==> config.mk <==
export PLATFORM = sky130hd
export DESIGN_NAME = kpm_menu
export DESIGN_NICKNAME = d
export VERILOG_FILES = /design/src/kpm_pkg.sv /design/src/kpm_key.sv /design/src/kpm_store.sv /design/src/kpm_menu.sv
export VERILOG_INCLUDE_DIRS = /design/src
export SDC_FILE = /design/constraint.sdc
export NUM_CORES = 1
export LEC_CHECK = 0
export BUFFER_PORTS_ARGS = -buffer_cell sky130_fd_sc_hd__buf_4
export CORE_MARGIN = 3
export CORE_UTILIZATION = 45
export DETAILED_ROUTE_END_ITERATION = 7
export HOLD_SLACK_MARGIN = 0.15
export PLACE_DENSITY_LB_ADDON = 0.3
export REMOVE_ABC_BUFFERS = 1
export SKIP_CTS_REPAIR_TIMING = 1
export SLEW_MARGIN = 20
export SYNTH_ARGS = -nofsm -noshare
export SYNTH_HDL_FRONTEND = slang
export SYNTH_SLANG_ARGS = --single-unit
==> constraint.sdc <==
create_clock -name clk -period 7.7 [get_ports clk]
set_clock_uncertainty 0.2 [all_clocks]
set_input_delay 0.77 -clock clk [delete_from_list [all_inputs] [get_ports clk]]
set_output_delay 0.77 -clock clk [all_outputs]
set_load 0.02 [all_outputs]
==> src/kpm_defs.svh <==
// Constants of the keypad setup menu controller
// ---------------------------------------------------------------------
// ---------------------------------------------------------------------
`ifndef KPM_DEFS_SVH
`define KPM_DEFS_SVH
// Timing
`define KPM_CLK_KHZ 100000
`define KPM_HOLD_MS 500
// Register byte offsets
`define KPM_A_STAT 8'h00
`define KPM_A_DISP 8'h04
`define KPM_A_PV1 8'h08
`define KPM_A_PV2 8'h0c
`define KPM_A_CTRL 8'h10
`define KPM_A_MM1 8'h14
`define KPM_A_MM2 8'h18
// Control register fields
`define KPM_CTRL_FAIL1 0
`define KPM_CTRL_FAIL2 1
`define KPM_CTRL_MMCLR 2
// Setting indices, also prompt number minus one
`define KPM_S_P1 5'h00
`define KPM_S_P2 5'h01
`define KPM_S_Z1 5'h02
`define KPM_S_S1 5'h03
`define KPM_S_Z2 5'h04
`define KPM_S_S2 5'h05
`define KPM_S_F1 5'h06
`define KPM_S_F2 5'h07
`define KPM_S_L1 5'h08
`define KPM_S_H1 5'h09
`define KPM_S_L2 5'h0a
`define KPM_S_H2 5'h0b
`define KPM_S_HY 5'h0c
`define KPM_S_A1 5'h0d
`define KPM_S_A2 5'h0e
`define KPM_S_UN 5'h0f
`define KPM_S_BA 5'h10
`define KPM_S_AC 5'h11
`define KPM_NSET 18
// Factory values
`define KPM_D_P1 11'sh000
`define KPM_D_P2 11'sh004
`define KPM_D_Z1 11'sh00a
`define KPM_D_S1 11'sh05a
`define KPM_D_Z2 11'sh000
`define KPM_D_S2 11'sh03c
`define KPM_D_L1 11'sh014
`define KPM_D_H1 11'sh03c
`define KPM_D_L2 11'sh005
`define KPM_D_H2 11'sh032
`define KPM_D_HY 11'sh001
`define KPM_D_OFF 11'sh000
// Limits
`define KPM_MAX_RH 11'sh063
`define KPM_MAX_AH 11'sh258
`define KPM_MAX_SE 11'sh3e7
`define KPM_MAX_TA 11'sh064
`define KPM_MAX_TD 11'sh03c
`define KPM_SPAN_MIN 11'sh00a
`define KPM_HY_MAX 11'sh00a
`define KPM_AM_MAX 11'sh004
`define KPM_BA_LIM 11'sh063
`define KPM_P1_MAX 11'sh003
`define KPM_P2_MIN 11'sh004
`define KPM_P2_MAX 11'sh006
`endif

==> src/kpm_pkg.sv <==
// Types shared by the keypad menu files
package kpm_pkg;
    typedef logic signed [10:0] kpm_val_type;
    typedef enum logic [1:0] {
        MS_MEAS  = 2'b00,
        MS_MAXMN = 2'b01,
        MS_SETUP = 2'b10,
        MS_EDIT  = 2'b11
    } kpm_mode_type;
    typedef struct packed {
        logic confirm_key;
        logic up_key;
        logic down_key;
    } kpm_keys_type;
    typedef struct packed {
        kpm_val_type upper;
        kpm_val_type lower;
    } kpm_disp_type;
endpackage

==> src/kpm_key.sv <==
// Hold qualifier for one front-panel key
`timescale 1ns/10ps
module kpm_key #(
    parameter int HOLD_CYC = 50000000
) (
    input  wire logic clk,
    input  wire logic rst_n,
    input  wire logic key,
    output logic      held_r,
    output logic      press_r
);
    logic [31:0] cnt_r;

    // ------------------------------------------------------------
    // Press accepted only after a full hold, so taps are ignored
    // ------------------------------------------------------------
    always_ff @(posedge clk)
    begin
        if (!rst_n)
        begin
            cnt_r   <= 32'h0;
            held_r  <= 1'b0;
            press_r <= 1'b0;
        end
        else if (!key)
        begin
            cnt_r   <= 32'h0;
            held_r  <= 1'b0;
            press_r <= 1'b0;
        end
        else
        begin
            if (cnt_r < 32'(HOLD_CYC)) cnt_r <= cnt_r + 32'h1;
            press_r <= (cnt_r == 32'(HOLD_CYC - 1));
            held_r  <= (cnt_r >= 32'(HOLD_CYC - 1));
        end
    end
endmodule // kpm_key

==> src/kpm_store.sv <==
// Setting store, loaded with factory values at reset
`timescale 1ns/10ps
module kpm_store #(
    parameter int N = 18,
    parameter int W = 11,
    parameter logic [N*W-1:0] INIT = '0
) (
    input  wire logic           clk,
    input  wire logic           rst_n,
    input  wire logic           we,
    input  wire logic [4:0]     waddr,
    input  wire logic [W-1:0]   wdata,
    input  wire logic [4:0]     raddr,
    output logic      [W-1:0]   rdata_r,
    output logic      [N*W-1:0] all_r
);
    // Whole array is visible so alarm logic needs no read port
    always_ff @(posedge clk)
    begin
        if (!rst_n) all_r <= INIT;
        else if (we && int'(waddr) < N) all_r[waddr*W +: W] <= wdata;
    end

    // Registered read port for the editor
    always_ff @(posedge clk)
    begin
        if (!rst_n) rdata_r <= '0;
        else if (int'(raddr) < N) rdata_r <= all_r[raddr*W +: W];
        else rdata_r <= '0;
    end
endmodule // kpm_store

==> src/kpm_menu.sv <==
// Keypad menu controller with AHB-Lite register slave
//
// Our own choices: the address map and the AHB-Lite slave port.
`timescale 1ns/10ps
`include "kpm_defs.svh"
module kpm_menu #(
    parameter int HOLD_CYC = `KPM_HOLD_MS * `KPM_CLK_KHZ,
    parameter bit DUAL_OUT = 1'b1
) (
    input  wire logic                  clk,
    input  wire logic                  rst_n,
    input  wire kpm_pkg::kpm_keys_type keys,
    input  wire logic                  hsel,
    input  wire logic [31:0]           haddr,
    input  wire logic [1:0]            htrans,
    input  wire logic                  hwrite,
    input  wire logic [2:0]            hsize,
    input  wire logic [31:0]           hwdata,
    input  wire logic                  hready,
    output logic                       hreadyout,
    output logic                       hresp,
    output logic [31:0]                hrdata,
    output kpm_pkg::kpm_disp_type      disp,
    output kpm_pkg::kpm_mode_type      mode,
    output logic [1:0]                 sw,
    output logic [1:0]                 lamp,
    output logic [1:0]                 fail,
    output logic [1:0]                 fail_up,
    output logic                       unit_f,
    output logic                       act_ch
);
    import kpm_pkg::*;
    localparam int W = 11;
    localparam int N_BITS = `KPM_NSET * W;

    kpm_mode_type  mode_r;
    logic [4:0]    prompt_r;
    kpm_val_type   edit_r;
    logic          browse_r;
    kpm_val_type   pv1_r, pv2_r, max1_r, min1_r, max2_r, min2_r;
    logic [2:0]    ctrl_r;
    logic          pend_r, pwr_r;
    logic [7:0]    paddr_r;
    logic [2:0]    prs, hld;
    logic          combo_d_r, combo, up_p, dn_p, cf_p, mem_we;
    logic [N_BITS-1:0] all;
    kpm_val_type   rd, lo, hi, max1, max2;
    logic [4:0]    last;

    localparam logic [N_BITS-1:0] INIT = {
        `KPM_D_OFF, `KPM_D_OFF, `KPM_D_OFF, `KPM_D_OFF, `KPM_D_OFF,
        `KPM_D_HY,  `KPM_D_H2,  `KPM_D_L2,  `KPM_D_H1,  `KPM_D_L1,
        `KPM_D_OFF, `KPM_D_OFF, `KPM_D_S2,  `KPM_D_Z2,  `KPM_D_S1,
        `KPM_D_Z1,  `KPM_D_P2,  `KPM_D_P1};

    // ------------------------------------------------------------
    // Key qualification
    // ------------------------------------------------------------
    for (genvar k = 0; k < 3; k++)
    begin : g_key
        kpm_key #(.HOLD_CYC(HOLD_CYC)) u_key (
            .clk     (clk),
            .rst_n   (rst_n),
            .key     (keys[k]),
            .held_r  (hld[k]),
            .press_r (prs[k])
        );
    end

    // Bit 2 confirm, bit 1 up, bit 0 down; a lone key counts only
    // when its partner is not held, so a combo never scrolls
    assign combo = hld[1] & hld[0] & ~combo_d_r;
    assign up_p  = prs[1] & ~hld[0] & ~keys.down_key;
    assign dn_p  = prs[0] & ~hld[1] & ~keys.up_key;
    assign cf_p  = prs[2];

    always_ff @(posedge clk)
    begin
        if (!rst_n) combo_d_r <= 1'b0;
        else combo_d_r <= hld[1] & hld[0];
    end

    // ------------------------------------------------------------
    // Setting store
    // ------------------------------------------------------------
    assign mem_we = (mode_r == MS_EDIT) && cf_p;
    kpm_store #(.N(`KPM_NSET), .W(W), .INIT(INIT)) u_store (
        .clk     (clk),
        .rst_n   (rst_n),
        .we      (mem_we),
        .waddr   (prompt_r),
        .wdata   (edit_r),
        .raddr   (prompt_r),
        .rdata_r (rd),
        .all_r   (all)
    );

    function automatic kpm_val_type cfg(input logic [4:0] i);
        cfg = all[i*W +: W];
    endfunction

    // ------------------------------------------------------------
    // Edit limits per prompt
    // ------------------------------------------------------------
    always_comb
    begin
        unique case (cfg(`KPM_S_P1))
            11'sh000: max1 = `KPM_MAX_RH;
            11'sh001, 11'sh002: max1 = `KPM_MAX_AH;
            default: max1 = `KPM_MAX_SE;
        endcase
        max2 = (cfg(`KPM_S_P2) == `KPM_P2_MIN) ? `KPM_MAX_TA
                                                : `KPM_MAX_TD;
    end

    always_comb
    begin
        lo = 11'sh000;
        hi = 11'sh001;
        unique case (prompt_r)
            `KPM_S_P1: hi = `KPM_P1_MAX;
            `KPM_S_P2:
            begin
                lo = `KPM_P2_MIN;
                hi = `KPM_P2_MAX;
            end
            `KPM_S_Z1: hi = cfg(`KPM_S_S1) - `KPM_SPAN_MIN;
            `KPM_S_S1:
            begin
                lo = cfg(`KPM_S_Z1) + `KPM_SPAN_MIN;
                hi = max1;
            end
            `KPM_S_Z2: hi = cfg(`KPM_S_S2) - `KPM_SPAN_MIN;
            `KPM_S_S2:
            begin
                lo = cfg(`KPM_S_Z2) + `KPM_SPAN_MIN;
                hi = max2;
            end
            `KPM_S_L1, `KPM_S_H1:
            begin
                lo = cfg(`KPM_S_Z1) + 11'sh001;
                hi = cfg(`KPM_S_S1) - 11'sh001;
            end
            `KPM_S_L2, `KPM_S_H2:
            begin
                lo = cfg(`KPM_S_Z2) + 11'sh001;
                hi = cfg(`KPM_S_S2) - 11'sh001;
            end
            `KPM_S_HY: hi = `KPM_HY_MAX;
            `KPM_S_A1, `KPM_S_A2: hi = `KPM_AM_MAX;
            `KPM_S_BA:
            begin
                lo = -`KPM_BA_LIM;
                hi = `KPM_BA_LIM;
            end
            default: hi = 11'sh001;
        endcase
    end

    // Active-output prompt exists only on the dual variant
    assign last = DUAL_OUT ? `KPM_S_AC : `KPM_S_BA;

    // ------------------------------------------------------------
    // Menu state machine
    // ------------------------------------------------------------
    always_ff @(posedge clk)
    begin
        if (!rst_n)
        begin
            mode_r   <= MS_MEAS;
            prompt_r <= `KPM_S_P1;
            browse_r <= 1'b0;
        end
        else
        begin
            unique case (mode_r)
                MS_MEAS:
                    if (combo)
                    begin
                        mode_r   <= MS_SETUP;
                        prompt_r <= `KPM_S_P1;
                    end
                    else if (cf_p) mode_r <= MS_MAXMN;
                    else if (up_p || dn_p) browse_r <= ~browse_r;
                MS_MAXMN:
                    if (cf_p) mode_r <= MS_MEAS;
                MS_SETUP:
                    if (combo) mode_r <= MS_MEAS;
                    else if (cf_p) mode_r <= MS_EDIT;
                    else if (up_p)
                        prompt_r <= (prompt_r == last) ? `KPM_S_P1
                                                       : prompt_r + 5'h1;
                    else if (dn_p)
                        prompt_r <= (prompt_r == `KPM_S_P1) ? last
                                                            : prompt_r - 5'h1;
                MS_EDIT:
                    if (cf_p)
                    begin
                        mode_r   <= MS_SETUP;
                        prompt_r <= (prompt_r == last) ? `KPM_S_P1
                                                       : prompt_r + 5'h1;
                    end
            endcase
        end
    end

    // Edited value, saturating at both limits
    always_ff @(posedge clk)
    begin
        if (!rst_n) edit_r <= 11'sh000;
        else if (mode_r == MS_SETUP && cf_p) edit_r <= rd;
        else if (mode_r == MS_EDIT)
        begin
            if (up_p)
                edit_r <= (edit_r >= hi) ? hi : edit_r + 11'sh001;
            else if (dn_p)
                edit_r <= (edit_r <= lo) ? lo : edit_r - 11'sh001;
        end
    end

    // ------------------------------------------------------------
    // Max/min records, cleared by reset or by software
    // ------------------------------------------------------------
    always_ff @(posedge clk)
    begin
        if (!rst_n || ctrl_r[`KPM_CTRL_MMCLR])
        begin
            max1_r <= 11'sh400;
            min1_r <= 11'sh3ff;
            max2_r <= 11'sh400;
            min2_r <= 11'sh3ff;
        end
        else
        begin
            if (pv1_r > max1_r) max1_r <= pv1_r;
            if (pv1_r < min1_r) min1_r <= pv1_r;
            if (pv2_r > max2_r) max2_r <= pv2_r;
            if (pv2_r < min2_r) min2_r <= pv2_r;
        end
    end

    // ------------------------------------------------------------
    // Alarm switches, lamps and fail outputs
    // ------------------------------------------------------------
    function automatic logic [1:0] alarm(input kpm_val_type pv,
        input kpm_val_type lt, input kpm_val_type ht,
        input kpm_val_type md);
        logic t;
        t = 1'b0;
        unique case (md)
            11'sh001: t = pv > lt;
            11'sh002: t = pv < lt;
            11'sh003, 11'sh004: t = (pv > lt) && (pv < ht);
            default: t = 1'b0;
        endcase
        // Bit 1 lamp, bit 0 switch; even modes open on trip
        alarm = {t, md[0] ? t : (md == 11'sh000 ? 1'b0 : ~t)};
    endfunction

    always_ff @(posedge clk)
    begin
        if (!rst_n)
        begin
            {lamp[0], sw[0]} <= 2'b00;
            {lamp[1], sw[1]} <= 2'b00;
        end
        else
        begin
            {lamp[0], sw[0]} <= alarm(pv1_r, cfg(`KPM_S_L1),
                cfg(`KPM_S_H1), cfg(`KPM_S_A1));
            {lamp[1], sw[1]} <= alarm(pv2_r, cfg(`KPM_S_L2),
                cfg(`KPM_S_H2), cfg(`KPM_S_A2));
        end
    end

    // Failure is reported only while measuring
    always_ff @(posedge clk)
    begin
        if (!rst_n)
        begin
            fail    <= 2'b00;
            fail_up <= 2'b00;
            unit_f  <= 1'b0;
            act_ch  <= 1'b0;
        end
        else
        begin
            fail <= (mode_r == MS_MEAS) ? ctrl_r[1:0] : 2'b00;
            fail_up <= {cfg(`KPM_S_F2) == 11'sh001,
                        cfg(`KPM_S_F1) == 11'sh001};
            unit_f <= cfg(`KPM_S_UN) == 11'sh001;
            act_ch <= DUAL_OUT && cfg(`KPM_S_AC) == 11'sh001;
        end
    end

    // ------------------------------------------------------------
    // Display and mode outputs
    // ------------------------------------------------------------
    always_ff @(posedge clk)
    begin
        if (!rst_n)
        begin
            disp <= '0;
            mode <= MS_MEAS;
        end
        else
        begin
            mode <= mode_r;
            unique case (mode_r)
                MS_MEAS: disp <= browse_r ?
                    {cfg(`KPM_S_P1), cfg(`KPM_S_P2)} : {pv1_r, pv2_r};
                MS_MAXMN: disp <= {max1_r, min1_r};
                MS_SETUP: disp <= {11'(prompt_r) + 11'sh001, 11'sh000};
                MS_EDIT: disp <= {11'(prompt_r) + 11'sh001, edit_r};
            endcase
        end
    end

    // ------------------------------------------------------------
    // AHB-Lite slave, one wait state per transfer
    // ------------------------------------------------------------
    always_ff @(posedge clk)
    begin
        if (!rst_n)
        begin
            pend_r    <= 1'b0;
            pwr_r     <= 1'b0;
            paddr_r   <= 8'h00;
            hreadyout <= 1'b1;
            hresp     <= 1'b0;
            hrdata    <= 32'h0;
        end
        else if (pend_r)
        begin
            pend_r    <= 1'b0;
            hreadyout <= 1'b1;
            hrdata    <= 32'h0;
            if (!pwr_r)
                unique case (paddr_r)
                    `KPM_A_STAT: hrdata <= {23'h0, prompt_r, 2'h0,
                                            mode_r};
                    `KPM_A_DISP: hrdata <= {5'h0, disp.upper, 5'h0,
                                            disp.lower};
                    `KPM_A_PV1: hrdata <= {21'h0, pv1_r};
                    `KPM_A_PV2: hrdata <= {21'h0, pv2_r};
                    `KPM_A_CTRL: hrdata <= {29'h0, ctrl_r};
                    `KPM_A_MM1: hrdata <= {5'h0, max1_r, 5'h0, min1_r};
                    `KPM_A_MM2: hrdata <= {5'h0, max2_r, 5'h0, min2_r};
                    default: hrdata <= 32'h0;
                endcase
        end
        else if (hsel && htrans[1] && hready)
        begin
            pend_r    <= 1'b1;
            pwr_r     <= hwrite;
            paddr_r   <= haddr[7:0];
            hreadyout <= 1'b0;
        end
    end

    // Writable registers; clear bit of the records self-clears
    always_ff @(posedge clk)
    begin
        if (!rst_n)
        begin
            pv1_r  <= 11'sh000;
            pv2_r  <= 11'sh000;
            ctrl_r <= 3'h0;
        end
        else
        begin
            ctrl_r[`KPM_CTRL_MMCLR] <= 1'b0;
            if (pend_r && pwr_r)
                unique case (paddr_r)
                    `KPM_A_PV1: pv1_r <= hwdata[10:0];
                    `KPM_A_PV2: pv2_r <= hwdata[10:0];
                    `KPM_A_CTRL: ctrl_r <= hwdata[2:0];
                    default: ;
                endcase
        end
    end
endmodule // kpm_menu

==> key figures <==
Outcome
  – Outcome: complete, no violations

Floorplanning
  – Die area: 61400 um^2
  – DIE WIDTH: 248 um
  – Initial Utilization: 46.0%
  – # rows: 87
  – Ports: 145
  – Placeable core area: 57100 um^2
  – Die height: 248 um

Logic synthesis
  – Post-synth EDFFs: 0
  – Synthesized area per cell: 8.33 um^2
  – Synthesized area: 26300 um^2
  – Synth Instances: 3158
  – Post-synth ARST share: 0%
  – Synth Register Bits: 466
  – Cell taking the most area after synthesis: dfxtp_1
  – Synth Flop Type: dfxtp_1
  – Syn. warnings: 0
  – Synth top area cells: dfxtp_1, mux2i_1, ha_1
  – Cell variety after synth: 82
  – Register area share after synthesis: 35.5%
  – Synth top area share: 35.5%

Power
  – Maximum vdd drop: 0.174 mV
  – Switch share: 23.2%
  – Flop pwr share: 47.6%
  – Lkg Pwr: 0.0105 uW
  – Switch Pwr: 1180 uW
  – Clock Power Share: 49.1%
  – PD cells: 176 nW/um^2
  – Logic pwr share: 3.3%
  – P_int: 3930 uW

Timing
  – Final setup viols: 0
  – Fmax: 0.159 GHz
  – RSZ-0062 raised after global routing: no
  – Setup Total Neg Slack: 0 ps
  – Min Tclk post-route: 6280 ps
  – Slew headroom: 27.2%
  – Pins Over Slew Limit: 0
  – Worst-Margin Slew: 1090 ps
  – Period utilization: 81.6%
  – Hold Fails Final Rpt: 0

Clock network
  – CTS tree: built
  – Clock Pin Slew Worst Setup and Hold Paths: 70 ps
  – Inserted Clock Buffers: 51
  – Root Driver: clkbuf_16
  – CTS H-tree depth: 2
  – Later-pin clock latency in the skew report: 620 ps
  – Clock sink total: 466
  – Clock buffer depth: 3

Placement
  – Placer congestion estimate: 1.00
  – IO Port Bufs: 84
  – Hpwl dp: 63000 um
  – DP Cell Count: 3811

Detailed routing
  – First drt pass iteration count: 6
  – Drt drc: 0
  – Iter 0 DRT Violations: 2382
  – DRT antenna net count: 0
  – Avg WL per Cell: 22.6 um
  – Avg Vias per Cell: 6.18
  – Via count: 24100
  – DRT Wirelength: 88400 um

Cells and area
  – Leading cell types in the layout, fill and taps excluded: dfxtp_1, nor2_1, nand2_1
  – Fraction of layout cells with a size suffix above 1: 10.9%
  – Area grow syn2layout: 10.4%
  – Final cell count without fillers: 3905
  – Inserted Diodes: 0
  – Final-stage net count: 3307
  – # fillers: 5358
  – Commonest non-fill, non-tap cell in the layout: dfxtp_1

Min path
  – HP Start: hwdata[3]
  – HP Class: input port to register

Worst setup path
  – Worst-path cell chain: ha_1, nor2_1, nor2_4, mux2i_1, ha_1, or3b_2, nor4_1, xnor2_1, o22ai_1, a211oi_1, ha_1, nand2_1, nor3_1, a2111o_1, o21ai_0, mux2i_1, o32ai_1, o21ai_0
  – CP Launch Type: register
  – Worst setup EP type: register
  – Most used cell, CP: ha_1
  – Required time of the critical path: 7970 ps
  – R2r endpoint: edit_r[2]
  – CP max FO: 18
  – R2r setup slk: 1420 ps
  – Slowest CP cell: ha_1
  – Critical path type: register to register
  – Critical Path AT: 6550 ps
  – CP startpoint: prompt_r[1]
  – Crit path largest cell delay: 620 ps
  – Crit path to: edit_r[2]
  – Worst r2r src: prompt_r[1]
  – Worst Reg2Reg Path Length in Cells: 18

Global routing
  – Largest net degree at the start of global routing: 102
  – Antenna violations before repair: 1
  – Vias in the first global route: 23000
  – First-pass GRT wire length: 135000 um
  – Total grt overflow: 0
  – Global Route Usage Sum: 28.2%

Flow run
  – Max_cap viols: 0
cells in the mapped netlist (23+ instances only):
cell and instances:
a211oi_1 51, a21o_1 24, a21oi_1 215, a31oi_1 32, and3_1 52, buf_1 27
clkbuf_1 183, dfxtp_1 466, ha_1 122, inv_1 114, mux2i_1 165, mux4_2 55
nand2_1 337, nand3_1 101, nand4_1 47, nor2_1 344, nor2b_1 33, nor3_1 68
nor4_1 50, o211ai_1 29, o21a_1 23, o21ai_0 132, or2_2 36, or3_1 30
xnor2_1 78, xor2_1 34
final cells by class:
| cell class | count | area [um^2] | share of cell area (%) |
|---|---|---|---|
| clock buffers | 70 | 1440 | 4.95 |
| clock inverters | 24 | 289 | 0.996 |
| inverters | 114 | 433 | 1.49 |
| multi-input cells | 2346 | 15600 | 53.8 |
| flip-flops and latches | 466 | 9340 | 32.2 |
| well taps | 756 | 946 | 3.26 |
| repair buffers | 129 | 968 | 3.34 |
metrics by stage:
step	instance area, um^2	hold slack, ps	utilization [%]	setup slack [ps]	power (uW)
floorplan	25400	221	-	118	2590
global placement	27300	238	47.8	1630	2650
detailed placement	27300	248	47.8	1520	2650
CTS	29000	184	50.8	1500	5160
global route	29000	203	50.8	1140	5270
finish	29000	204	50.8	1420	5110
critical path: cells and delay by family, from the launching register on:
family	cells	cell delay [ps]
adder cells (fa/ha/maj)	3	1220
AO/OA/AOI/OAI	6	1890
multiplexers	2	480
flip-flops	1	510
AND/OR/NAND/NOR	6	1690
XOR/XNOR	1	160
power by group through the flow:
stage | logic, uW | clock network, uW | registers, uW
after detailed placement | 166 | 0 | 2490
final | 167 | 2510 | 2430
after global routing | 184 | 2650 | 2430
after global placement | 160 | 0 | 2490
after CTS | 167 | 2560 | 2430
after floorplan | 106 | 0 | 2480
sequential cells by signal, indices dropped and copies added (netlist names), 3 cells and up:
register / count
u_store.all_r: 198
g_key.u_key.cnt_r: 96
disp: 22
hrdata: 22
edit_r: 11
max1_r: 11
max2_r: 11
min1_r: 11
min2_r: 11
pv1_r: 11
pv2_r: 11
u_store.rdata_r: 11
paddr_r: 8
prompt_r: 5
ctrl_r: 3
g_key.u_key.press_r: 3
logic make-up (layout without fill, tap and decap cells):
group,count (synthesis),after routing,synth area share [%]
XOR/XNOR,112,112,3.73
other,1,11,0.0143
buffers and inverters,356,337,5.37
adder cells (fa/ha/maj),122,122,5.80
flip-flops,466,466,35.5
AO/OA/AOI/OAI,656,656,15.9
multiplexers,229,229,11.4
AND/OR/NAND/NOR,1216,1216,22.3
layer usage:
metal / GRT usage, % / routed length [um] / share of wire, %
met5: 0 / 13 / 0.015
met4: 13.3 / 4610 / 5.2
met3: 4.27 / 7080 / 8.0
met2: 45.3 / 40000 / 45
met1: 37.4 / 36700 / 42
worst min-delay path by stage:
stage,slack (ps),depth (start not counted),end
6_report,200,3,pv2_r[3]
5_1_grt,200,3,pv2_r[10]
4_1_cts,180,3,pv2_r[3]
3_5_place_dp,250,2,hrdata[17]
3_3_place_gp,240,2,hreadyout
2_1_floorplan,220,2,edit_r[2]
Note: power is estimated with default switching activity, not from simulation.
